`src/rtl/xlb_pkg.sv`:
```
//////////////////////////////////////////////////////////////////////////////
//////////////////////////////////////////////////////////////////////////////
package xlb_pkg;

  localparam int ADDR_W = 16;
  localparam logic [7:0] ZERO_BYTE = 8'h00;
  localparam logic [7:0] ONE_BIT = 8'h01;
  localparam logic [3:0] NIB_MAX = 4'h9;
  localparam logic [7:0] COR_LO = 8'h06;
  localparam logic [7:0] COR_HI = 8'h60;
  localparam int READ_LAT = 1; // Memory answers the cycle after the read strobe

  typedef enum logic [2:0] {
    far_and_to_accum,
    far_and_to_memory,
    far_clear_byte,
    far_clear_bit,
    far_invert_byte,
    far_invert_to_accum,
    far_decimal_adjust
  } xlb_op_t;

  typedef enum logic [1:0] {
    S_IDLE,
    S_READ,
    S_CAPT
  } xlb_fsm_t;

  // Request from the decoder, with the core's current operands
  typedef struct packed {
    xlb_op_t op;
    logic [ADDR_W-1:0] addr;
    logic [2:0] bit_sel;
    logic [7:0] acc;
    logic carry;
    logic half_byte_overflow_bit;
  } xlb_req_t;

  typedef struct packed {
    xlb_fsm_t fsm;
    logic busy;
    xlb_req_t req;
    logic [7:0] data;
    logic mem_rd;
    logic mem_wr;
    logic [7:0] wdata;
    logic acc_we;
    logic [7:0] acc_o;
    logic z_we;
    logic z_o;
    logic c_we;
    logic c_o;
    logic done;
  } xlb_state_t;

endpackage
```
`src/rtl/xlb_core.sv`:
```
`timescale 1ns/1ps
module xlb_core (
  input wire logic mclk_in,
  input wire logic resetn_in,
  input wire logic start_in,
  input wire xlb_pkg::xlb_req_t req_in,
  input wire logic [7:0] mem_rdata_in,
  output logic busy_out,
  output logic done_out,
  output logic [xlb_pkg::ADDR_W-1:0] mem_addr_out,
  output logic mem_rd_out,
  output logic mem_wr_out,
  output logic [7:0] mem_wdata_out,
  output logic acc_we_out,
  output logic [7:0] acc_out,
  output logic z_we_out,
  output logic z_out,
  output logic c_we_out,
  output logic c_out
);

  ////////////////////////////////////////////////////////////////////////////
  // Helpers

  function automatic logic is_zero(input logic [7:0] v);
    return v == xlb_pkg::ZERO_BYTE;
  endfunction

  // Returns {carry out, adjusted byte}
  function automatic logic [8:0] dec_adj(input logic [7:0] a, input logic c,
                                         input logic ac);
    logic [7:0] cor;
    cor = xlb_pkg::ZERO_BYTE;
    if (a[3:0] > xlb_pkg::NIB_MAX || ac) begin
      cor = cor | xlb_pkg::COR_LO;
    end
    if (a[7:4] > xlb_pkg::NIB_MAX || c) begin
      cor = cor | xlb_pkg::COR_HI;
    end
    return {1'b0, a} + {1'b0, cor};
  endfunction

  xlb_pkg::xlb_state_t st_r;
  xlb_pkg::xlb_state_t st_nxt;

  ////////////////////////////////////////////////////////////////////////////
  // Next state

  // Read, capture, then commit; strobes last one cycle
  always_comb begin
    logic [7:0] d;
    logic [8:0] adj;
    d = mem_rdata_in;
    adj = dec_adj(st_r.req.acc, st_r.req.carry, st_r.req.half_byte_overflow_bit);
    st_nxt = st_r;
    st_nxt.mem_rd = 1'b0;
    st_nxt.mem_wr = 1'b0;
    st_nxt.acc_we = 1'b0;
    st_nxt.z_we = 1'b0;
    st_nxt.c_we = 1'b0;
    st_nxt.done = 1'b0;
    unique case (st_r.fsm)
      xlb_pkg::S_IDLE: begin
        // Requests while busy are ignored; the decoder waits for done
        if (start_in) begin
          st_nxt.req = req_in;
          st_nxt.busy = 1'b1;
          st_nxt.mem_rd = 1'b1;
          st_nxt.fsm = xlb_pkg::S_READ;
        end
      end
      xlb_pkg::S_READ: begin
        st_nxt.fsm = xlb_pkg::S_CAPT;
      end
      xlb_pkg::S_CAPT: begin
        st_nxt.data = d;
        st_nxt.busy = 1'b0;
        st_nxt.done = 1'b1;
        st_nxt.fsm = xlb_pkg::S_IDLE;
        unique case (st_r.req.op)
          xlb_pkg::far_and_to_accum: begin
            st_nxt.acc_o = st_r.req.acc & d;
            st_nxt.acc_we = 1'b1;
            st_nxt.z_we = 1'b1;
            st_nxt.z_o = is_zero(st_r.req.acc & d);
          end
          xlb_pkg::far_and_to_memory: begin
            st_nxt.wdata = st_r.req.acc & d;
            st_nxt.mem_wr = 1'b1;
            st_nxt.z_we = 1'b1;
            st_nxt.z_o = is_zero(st_r.req.acc & d);
          end
          xlb_pkg::far_clear_byte: begin
            st_nxt.wdata = xlb_pkg::ZERO_BYTE;
            st_nxt.mem_wr = 1'b1;
          end
          xlb_pkg::far_clear_bit: begin
            st_nxt.wdata = d & ~(xlb_pkg::ONE_BIT << st_r.req.bit_sel);
            st_nxt.mem_wr = 1'b1;
          end
          xlb_pkg::far_invert_byte: begin
            st_nxt.wdata = ~d;
            st_nxt.mem_wr = 1'b1;
            st_nxt.z_we = 1'b1;
            st_nxt.z_o = is_zero(~d);
          end
          xlb_pkg::far_invert_to_accum: begin
            st_nxt.acc_o = ~d;
            st_nxt.acc_we = 1'b1;
            st_nxt.z_we = 1'b1;
            st_nxt.z_o = is_zero(~d);
          end
          xlb_pkg::far_decimal_adjust: begin
            // carry only; a set carry is never cleared here
            st_nxt.wdata = adj[7:0];
            st_nxt.mem_wr = 1'b1;
            st_nxt.c_we = 1'b1;
            st_nxt.c_o = st_r.req.carry | adj[8];
          end
          default: begin
            // Unused code: no write, only done
          end
        endcase
      end
      default: begin
        st_nxt.fsm = xlb_pkg::S_IDLE;
        st_nxt.busy = 1'b0;
      end
    endcase
  end

  ////////////////////////////////////////////////////////////////////////////
  // State register

  always_ff @(posedge mclk_in or negedge resetn_in) begin
    if (!resetn_in) begin
      st_r <= '0;
    end else begin
      st_r <= st_nxt;
    end
  end

  // Every output straight from the state register
  assign busy_out = st_r.busy;
  assign done_out = st_r.done;
  assign mem_addr_out = st_r.req.addr;
  assign mem_rd_out = st_r.mem_rd;
  assign mem_wr_out = st_r.mem_wr;
  assign mem_wdata_out = st_r.wdata;
  assign acc_we_out = st_r.acc_we;
  assign acc_out = st_r.acc_o;
  assign z_we_out = st_r.z_we;
  assign z_out = st_r.z_o;
  assign c_we_out = st_r.c_we;
  assign c_out = st_r.c_o;

  logic [7:0] diff;
  logic [7:0] zres;
  assign diff = mem_wdata_out - st_r.req.acc;
  assign zres = acc_we_out ? acc_out : mem_wdata_out;

  function automatic logic is_op(input xlb_pkg::xlb_op_t o, input xlb_pkg::xlb_op_t w);
    return o == w;
  endfunction
endmodule

```
`config.mk`:
```
export PLATFORM = sky130hd
export DESIGN_NAME = xlb_core
export DESIGN_NICKNAME = d
export VERILOG_FILES = /design/src/rtl/xlb_pkg.sv /design/src/rtl/xlb_core.sv
export SDC_FILE = /design/constraint.sdc
export NUM_CORES = 1
export LEC_CHECK = 0
export ABC_AREA = 0
export BUFFER_PORTS_ARGS = -buffer_cell sky130_fd_sc_hd__buf_2
export CORE_MARGIN = 8
export CORE_UTILIZATION = 40
export CTS_CLUSTER_DIAMETER = 150
export DETAILED_ROUTE_END_ITERATION = 6
export PLACE_DENSITY = 0.76
export SLEW_MARGIN = 20
export SYNTH_ARGS = -nofsm -noshare
export SYNTH_HDL_FRONTEND = slang
export SYNTH_SLANG_ARGS = --single-unit
```
`constraint.sdc`:
```
create_clock -name mclk_in -period 4.17 [get_ports mclk_in]
set_input_delay 0.417 -clock mclk_in [delete_from_list [all_inputs] [get_ports mclk_in]]
set_output_delay 0.417 -clock mclk_in [all_outputs]
set_load 0.01 [all_outputs]
```
# Word level (Yosys, flattened, before mapping)
# Cells that the tools add are included.
classes:
  addsub: 1
  magnitude_cmp: 2
  eq_ne: 9
  shift: 1
  muxes: 12
  bitwise_logic: 6
  n_reduce_logical: 17
op_table:
  columns: ["operator", "count"]
  rows:
  - ["one-hot mux 9 bit (5 select lines)", 1]
  - ["2-to-1 mux 35 bit", 1]
  - ["2-to-1 mux 23 bit", 1]
  - ["one-hot mux 9 bit (2 select lines)", 1]
  - ["bitwise AND 8 bit", 2]
  - ["zero test 8 bit", 2]
  - ["inverter 8 bit", 2]
  - ["AND reduction 2 bit", 6]
  - ["adder 8 x 8 -> 9 bit", 1]
  - ["equality test 3 bit (second input constant)", 3]
  - ["greater-than comparator 4 bit (second input constant)", 2]
  - ["one-hot mux 2 bit (2 select lines)", 2]
  - ["<< shifter 1 x 3 -> 8 bit (first input constant)", 1]
  - ["2-to-1 mux 7 bit", 1]
  - ["equality test 3 x 2 -> 1 bit (second input constant)", 2]
  - ["nonzero test 5 bit", 1]
  - ["nonzero test 2 bit", 2]
  - ["OR reduction 2 bit", 2]
  - ["equality test 3 x 1 -> 1 bit (second input constant)", 1]
  - ["zero test 3 bit", 1]
  - ["2-to-1 mux 3 bit", 1]
  - ["equality test 2 x 1 -> 1 bit (second input constant)", 1]
  - ["equality test 2 bit (second input constant)", 1]
  - ["zero test 2 bit", 1]
  - ["other kinds (7)", 9]
totals:
  reg_bits: 59
  in_bits: 43
  out_inout_bits: 41
  elab_cells: 66

# Longest topological paths before layout
# Gate-level depths: netlist (run 1).
depth:
  word_depth: 8
  depth_mapped: 9
  ltp_nobuf: 9

# Worst setup path after synthesis (run 1)
# No wires, ideal clock.
synth_path:
  path_type: "flip-flop to flip-flop"
  start: "reg st_r[36] in the netlist's numbering"
  end: "reg st_r, in the netlist mem_wdata_out[5]"
  setup_ps: 83
  arrival_time_ps: 1854
  required_time_ps: 4087
  slack_ps: 2233
  stages_incl_launch_ff: 10
  n_path_buf: 0
  period_less_slack_ps: 1937
  path_cell_list: "dfrtp_1 -> o21ai_0 -> nand2b_1 -> ha_1 -> inv_1 -> fa_1 -> nand3b_1 -> xor2_1 -> o221a_2 -> o21ai_0"
synth_between:
  elab_chain_len: 6
synth_lines:
  columns: ["element", "line", "source"]
  rows:
  - ["from (decl)", "xlb_core.sv:43", "xlb_pkg::xlb_state_t st_r;"]
  - ["from (signal assigned)", "xlb_core.sv:139", "st_r <= st_nxt;"]
  - ["greater-than comparator 4 bit", "xlb_core.sv:34", "if (a[3:0] > xlb_pkg::NIB_MAX || ac) begin"]
  - ["logical OR 1 bit", "xlb_core.sv:34", null]
  - ["2-to-1 mux 3 bit", "xlb_core.sv:34", null]
  - ["2-to-1 mux 7 bit", "xlb_core.sv:37", "if (a[7:4] > xlb_pkg::NIB_MAX || c) begin"]
  - ["adder 8 x 8 -> 9 bit *", "xlb_core.sv:40", "return {1'b0, a} + {1'b0, cor};"]
  - ["one-hot mux 9 bit (5 select lines) *", "xlb_core.sv:80", "unique case (st_r.req.op)"]
# Every way passes the cells marked *; elsewhere a longest branch is shown, timed or not.
# A chain may end at the register's enable or synchronous reset.

# Worst setup path in the final report (run 1)
layout_path:
  start: "reg st_r[36] in the netlist's numbering"
  end: "reg st_r, in the netlist mem_wdata_out[7]"
# The elaborated chain is that of the path after synthesis.

==> metrics.txt, run 1 <==
outcome=completed; Starting Density=40.8%; Std-Cell Rows=32; Max-Cap Viols=0; crit-path leading delay family=adder cells; routed vias=2325; CTS Root Cell=clkbuf_8; synthesized area=0.00310 mm^2; CTS tree=yes; core area=0.00761 mm^2; commonest non-fill, non-tap cell in the layout=buf_2; Setup crit end kind=register; Top Ports=84; EDFF count, synth=0; Post-layout nets=382; # port buffers=83; max incr delay on CP=0.44 ns; Slew Viols, Final=0; Setup CP Type=register to register; FFs w/ async S/R, synth=100%; post-CTS setup buffer count=0; overall global routing resource usage=13.8%; Final period util=52.7%; Detailed Route Iter0 Violations=144; most frequent cells in the layout=83 x buf_2, 59 x dfrtp_1, 38 x mux2_2; Reg clk slew, reported paths=0.07 ns; Rel. slew slack=50.6%; Main synth FF type=dfrtp_1; Yosys warning count=0; synthesized area per cell=10.9 um^2; post-synth top area share=47.6%; Seq/Total Area, Yosys=47.6%; GPL Wtd Cong=0.855; Worst VDD drop=244 uV; Die Span X=104 um; layout cells sized above 1=43.1%; DRT antenna net count=0; RSZ-0062 raised after global routing=false; Clock Latency Late Sink=0.34 ns; Crit path required time=4.39 ns; final setup TNS=0 ns; DPL Wire Length=5.46 mm; hold_buf cts=0; Arr. time, crit path=2.42 ns; CP startpoint kind=register; area growth from synthesis to layout=13.1%; diode count=0; Setup-failing EPs final=0; DRC viols=0; H-tree depth=3; post-cts resize count=0; Critical Path Fanout Max=6; via/cell ratio=5.27; Bufs on Longest Clock Path=2; hold_ws=0.217 ns; clock buffer count from CTS=9; Hold Violations, Final=0; syn nets=332; maximum clock frequency=0.455 GHz; Static Leak=1.63 nW; Synth area leaders=dfrtp_1 48%, mux2_2 14%, buf_4 8.5%, nand2_1 2.8%, o22ai_1 2.0%; vias in the first global route=2384; leading area contributor after synthesis=dfrtp_1; Die H=104 um; Post-Route WL=7.33 mm; min Tclk post-route=2.20 ns; Slowest-stage cell, CP=dfrtp_1; DR WL/cell=16.6 um; initial antenna violation count=0; TritonCTS Sinks=59; Cell Area, Placed=0.00334 mm^2; worst path cell trace=o21ai_0 -> nand2b_1 -> ha_1 -> inv_1 -> fa_1 -> nand2b_1 -> o21ai_0 -> mux2i_1 -> a31oi_1; HP Class=input pin to asynchronous set/reset pin; Worst Slack Setup Final=1.97 ns; Synth cell types=47; post-route cell area=0.00351 mm^2; Mapped Cells=284; first-pass GRT wire length=12.2 mm; Clock Skew=0.00768 ns; largest net degree at the start of global routing=60; Pre-Repair DR Iteration Count=6; total grt overflow=0; register bit count reported by yosys=59; pre-CTS setup slack=2.07 ns; Worst-Margin Slew=0.741 ns; pwr dens=579 mW/mm^2; Worst Path Buf+Inv=1; die area=0.0108 mm^2
-- metal layers --
metal / track usage [%] / part of all wire (%) / wire length, um / vias to the layer above
li1: - / - / - / 1079
met1: 17.3 / 44 / 3210 / 1148
met2: 21.0 / 47 / 3460 / 91
met3: 5.45 / 8.1 / 590 / 7
met4: 5.17 / 0.90 / 66 / 0
met5: 0 / 0 / 0 / -
-- cell type report --
| type | count | area, um^2 |
|---|---|---|
| Sequential cell | 59 | 1480 |
| Tap cell | 102 | 128 |
| Multi-Input combinational cell | 170 | 1270 |
| Inverter | 9 | 33.8 |
| Fill cell | 762 | 4100 |
| Clock buffer | 9 | 124 |
| Timing Repair Buffer | 85 | 430 |
| Clock inverter | 7 | 45.0 |
-- path summary, 6_finish.rpt --
kind / start / end / slack [ns] / depth (start not counted)
worst min-delay path: resetn_in / acc_we_out / 0.22 / 2
worst max register to register: st_r[36] / mem_wdata_out[7] / 1.97 / 9
worst min register to register: busy_out / busy_out / 0.48 / 1
min in group mclk_in: req_in[4] / st_r[36] / 0.29 / 3
max in group asynchronous: resetn_in / mem_addr_out[13] / 3.45 / 2
worst max-delay path: st_r[36] / mem_wdata_out[7] / 1.97 / 9
-- logic make-up after synthesis --
group                      count (synthesis)  synth area share [%]
buffers and inverters                     55                  11.6
AOI/OAI and AO/OA                         49                  10.7
muxes                                     42                  15.1
and+or+nand+nor                           73                  12.5
xor gates and xnor gates                   1                 0.282
DFF                                       59                  47.6
adders and majority gates                  5                  2.26
-- where the power goes --
part	internal, W	switching (W)
registers	0.000742	0.000154
logic	0.000331	0.000355
clock network	0.000211	0.000239
-- flip-flops by register name (all words and copies together) (netlist names) --
register and count:
c_out 1, mem_addr_out 16, acc_we_out 1, done_out 1, mem_wdata_out 8, c_we_out 1, mem_rd_out 1, mem_wr_out 1
st_r 18, z_we_out 1, busy_out 1, z_out 1, acc_out 8
-- synth_stat cells, types with 5 or more instances --
cell / instances
a21oi_1: 5
a31oi_1: 5
buf_2: 5
buf_4: 35
dfrtp_1: 59
inv_1: 8
mux2_2: 38
nand2_1: 23
nand2b_1: 5
nand3_1: 5
nor2_1: 15
o21ai_0: 12
o22ai_1: 10
-- per-stage QoR --
| step | power (W) | cells | util (%) |
|---|---|---|---|
| 6_report | 0.00203 | 441 | 46.1 |
| 5_1_grt | 0.00218 | 441 | 46.1 |
| 4_1_cts | 0.00206 | 441 | 46.1 |
| 3_5_place_dp | 0.00160 | 425 | 43.9 |
| 3_3_place_gp | 0.00158 | 425 | 43.9 |
| 2_1_floorplan | 0.00148 | 284 | - |
Power figures use the tool's default switching activity.
==> run 2: changes to the inputs <==
--- a/config.mk
+++ b/config.mk
@@ -5,13 +5,13 @@
 export SDC_FILE = /design/constraint.sdc
 export NUM_CORES = 1
 export LEC_CHECK = 0
-export ABC_AREA = 0
+export ABC_AREA = 1
 export BUFFER_PORTS_ARGS = -buffer_cell sky130_fd_sc_hd__buf_2
 export CORE_MARGIN = 8
 export CORE_UTILIZATION = 40
 export CTS_CLUSTER_DIAMETER = 150
 export DETAILED_ROUTE_END_ITERATION = 6
-export PLACE_DENSITY = 0.76
+export PLACE_DENSITY = 0.78
 export SLEW_MARGIN = 20
 export SYNTH_ARGS = -nofsm -noshare
 export SYNTH_HDL_FRONTEND = slang
==> constraint.sdc (replaced) <==
create_clock -name mclk_in -period 1.85 [get_ports mclk_in]
set_input_delay 0.185 -clock mclk_in [delete_from_list [all_inputs] [get_ports mclk_in]]
set_output_delay 0.185 -clock mclk_in [all_outputs]
set_load 0.01 [all_outputs]
==> run 2 against run 1 <==
Compared with the run above:
- power increased to 2.6 times the previous value
- register-to-register slack lost 1.9 ns
- core utilization increased by 3.6 points
- critical path depth did not move
- via count is 18% higher
- final cell count grew 30%
- maximum frequency up 22%
- routed wire length increased by 13%
- largest power group unchanged
==> metrics.txt, run 2 <==
DRC viols=0 (unchanged); CP startpoint kind=register; R2R Setup Slk=0.04 ns (-1.93 ns); share of power burned in registers=36.8% (-7.3 points); pwr dens=1360 mW/mm^2 (+130%); DRT antenna net count=0 (unchanged); H-tree depth=3 (unchanged); fillers=777 (+2.0%); Arr. time, crit path=2.09 ns (-0.33 ns); syn nets=454 (+37%); Synth cell types=26 (-45%); layout cells sized above 1=29.6% (-13 points); Main synth FF type=dfrtp_1; Die Span X=105 um (+1.1%); count leader, synth=nand2_1; clock share of power=28.3% (+6.2 points); Net Sw Frac=35.8% (-0.98 points); synthesized area per cell=7.83 um^2 (-28%); most frequent cells in the layout=129 x nand2_1, 83 x buf_2, 59 x dfrtp_1; register bit count reported by yosys=59 (unchanged); Commonest cells post-synth=132 x nand2_1, 59 x dfrtp_1, 36 x inv_1; die area=0.0111 mm^2 (+2.1%); diode count=0 (unchanged); CP Depth=9 (unchanged); Die H=105 um (+1.1%); max incr delay on CP=0.43 ns (about the same); Post-layout nets=517 (+35%); Setup crit end kind=register; Reg clk slew, reported paths=0.07 ns (about the same); max reg flops=18 (unchanged); core area=0.00773 mm^2 (+1.6%); Mapped Cells=406 (+43%); leading area contributor after synthesis=dfrtp_1; Setup-failing EPs final=0 (unchanged); Detailed Route Iter0 Violations=162 (+13%); sw power=0.00187 W (+150%); CTS tree=yes; M1 WL=3.88 mm (+21%); Starting Density=41.2% (+0.37 points); RR Endpoint=mem_wdata_out[2]; Worst Path Buf+Inv=1 (unchanged); Hold Violations, Final=0 (unchanged); Critical Path Fanout Max=3 (-3); Seq/Total Area, Yosys=46.4% (-1.2 points); DR WL/cell=14.5 um (-13%); Internal=0.00336 W (+160%); Worst VDD drop=618 uV (+150%); largest net degree at the start of global routing=45 (-25%); Comb pwr share=34.9% (+1.1 points); hold_ws=0.0325 ns (-0.184 ns); Top reg by flops=st_r; FFs w/ async S/R, synth=100% (unchanged); pre-CTS setup slack=-0.0882 ns (-2.16 ns); Pre-Repair DR Iteration Count=4 (-2); post-route cell area=0.00385 mm^2 (+9.6%); Clock Latency Late Sink=0.34 ns (about the same); HP Class=input pin to register; hold depth=3; Cell Area, Placed=0.00349 mm^2 (+4.6%); total grt overflow=0 (unchanged); area growth from synthesis to layout=20.9%; first-pass GRT wire length=14.0 mm (+15%); Static Leak=2.02 nW (+24%); routed vias=2732 (+18%); hold path endpoint=mem_addr_out[7]; Final period util=97.7% (+45 points); top routing layer used=met4; met3 wire length=756 um (+28%); Rel. slew slack=56.0% (+5.5 points); clock buffer count from CTS=9 (unchanged); crit-path leading delay family=adder cells; outcome=completed; Setup CP Type=register to register; R2R Path Start=st_r[37]; maximum clock frequency=0.553 GHz (+22%); Bufs on Longest Clock Path=2 (unchanged); worst path cell trace=a21oi_2 -> nand2_4 -> ha_4 -> inv_2 -> fa_2 -> or2_4 -> nand3_2 -> o21ai_1 -> nand2_1; Slew Viols, Final=0 (unchanged); Max-Cap Viols=0 (unchanged); DPL Wire Length=6.25 mm (+15%); Routed met2 length=3.56 mm (+2.7%); EDFF count, synth=0 (unchanged); initial antenna violation count=0 (unchanged); CTS Root Cell=clkbuf_8; RSZ-0062 raised after global routing=true; Worst Slack Setup Final=0.0430 ns (-1.93 ns); Std-Cell Rows=32 (unchanged); hold path start=req_in[20]; vias in the first global route=2808 (+18%); r2r worst-path depth=9 (unchanged); via/cell ratio=4.75 (-9.9%); overall global routing resource usage=15.7% (+1.9 points); Clock Skew=0.0125 ns (+0.00482 ns); # port buffers=83 (unchanged); Top Ports=84 (unchanged); Final Util=49.8% (+3.6 points); min Tclk post-route=1.81 ns (-0.389 ns); synthesized area=0.00318 mm^2 (+2.5%); TritonCTS Sinks=59 (unchanged); Post-Route WL=8.31 mm (+13%); GPL Wtd Cong=0.866 (+1.3%); Yosys warning count=0 (unchanged); commonest non-fill, non-tap cell in the layout=nand2_1; Crit path required time=2.14 ns (-2.25 ns); Worst-Margin Slew=0.658 ns (-0.0828 ns); Tot Pwr=0.00523 W (+160%); Synth area leaders=dfrtp_1 46%, nand2_1 16%, buf_4 7.6%, nand3_1 5.2%, inv_1 4.2%; post-synth top area share=46.4% (-1.2 points); Slowest-stage cell, CP=fa_2
## run 2: cell count changes after synthesis, moves of 5 or more
cell	change
nor2_1	+19
nand2_1	+109
nand3_1	+28
o21ai_0	+10
nand2b_1	-5
mux2_2	-38
inv_1	+28
## run 2: cell type report
cell class | instances | area [um^2] | area share, %
clock buffers | 11 | 151 | 3.94
clock inverters | 4 | 97.6 | 2.54
inverters | 40 | 150 | 3.90
multi-input cells | 264 | 1320 | 34.4
flip-flops and latches | 59 | 1480 | 38.4
well taps | 102 | 128 | 3.32
repair buffers | 95 | 520 | 13.5
## run 2: how the worst max path moves through the flow
stage / startpoint / to / slack [ns]
after global placement: st_r[37] / mem_wdata_out[5] / 0.02
after detailed placement: st_r[37] / mem_wdata_out[5] / -0.09
after global routing: st_r[37] / mem_wdata_out[5] / -0.04
final: st_r[37] / mem_wdata_out[2] / 0.04
after CTS: st_r[37] / mem_wdata_out[7] / -0.004
after floorplan: st_r[37] / mem_wdata_out[2] / 0.002
## run 2: through the flow
stage | cells | setup TNS [ns]
6_report | 575 | 0
3_5_place_dp | 557 | -0.147
5_1_grt | 575 | -0.121
2_1_floorplan | 406 | 0
4_1_cts | 573 | -0.00364
3_3_place_gp | 557 | 0
## run 2: repair_timing
| item | in CTS | in global routing |
|---|---|---|
| hold buffers | 1 | 0 |
| endpoints found under the setup margin | 4 | 6 |
| endpoints found under the hold margin | 21 | 0 |
| resized for setup | 2 | 19 |
| pin swaps | 2 | 10 |
| buffers inserted | 0 | 2 |
## run 2: power by group through the flow
stage	clock network, W	registers, W	logic (W)
6_report	0.00148	0.00193	0.00183
5_1_grt	0.00156	0.00198	0.00208
4_1_cts	0.00151	0.00193	0.00174
3_5_place_dp	0	0.00194	0.00173
3_3_place_gp	0	0.00193	0.00168
2_1_floorplan	0	0.00191	0.00142
## run 2: kinds of logic (layout without fill, tap and decap cells)
kind of cell             Yosys count  in the layout  share of synthesized area (%)
AND/OR/NAND/NOR                  213            213                           28.6
flip-flops                        59             59                           46.4
buffers and inverters             83            150                           14.7
AO/OA/AOI/OAI                     46             46                           8.06
adder cells (fa/ha/maj)            5              5                           2.20
## run 2: layer usage
metal | vias to the layer above | global-route usage (%)
met5 | - | 0
met4 | 0 | 4.69
met3 | 13 | 6.57
met2 | 93 | 22.3
met1 | 1247 | 21.2
li1 | 1379 | -
## run 2: worst min-delay path, stage by stage
cell	delay, ns
buf_2	0.07
nand2_1	0.04
nand2_1	0.04
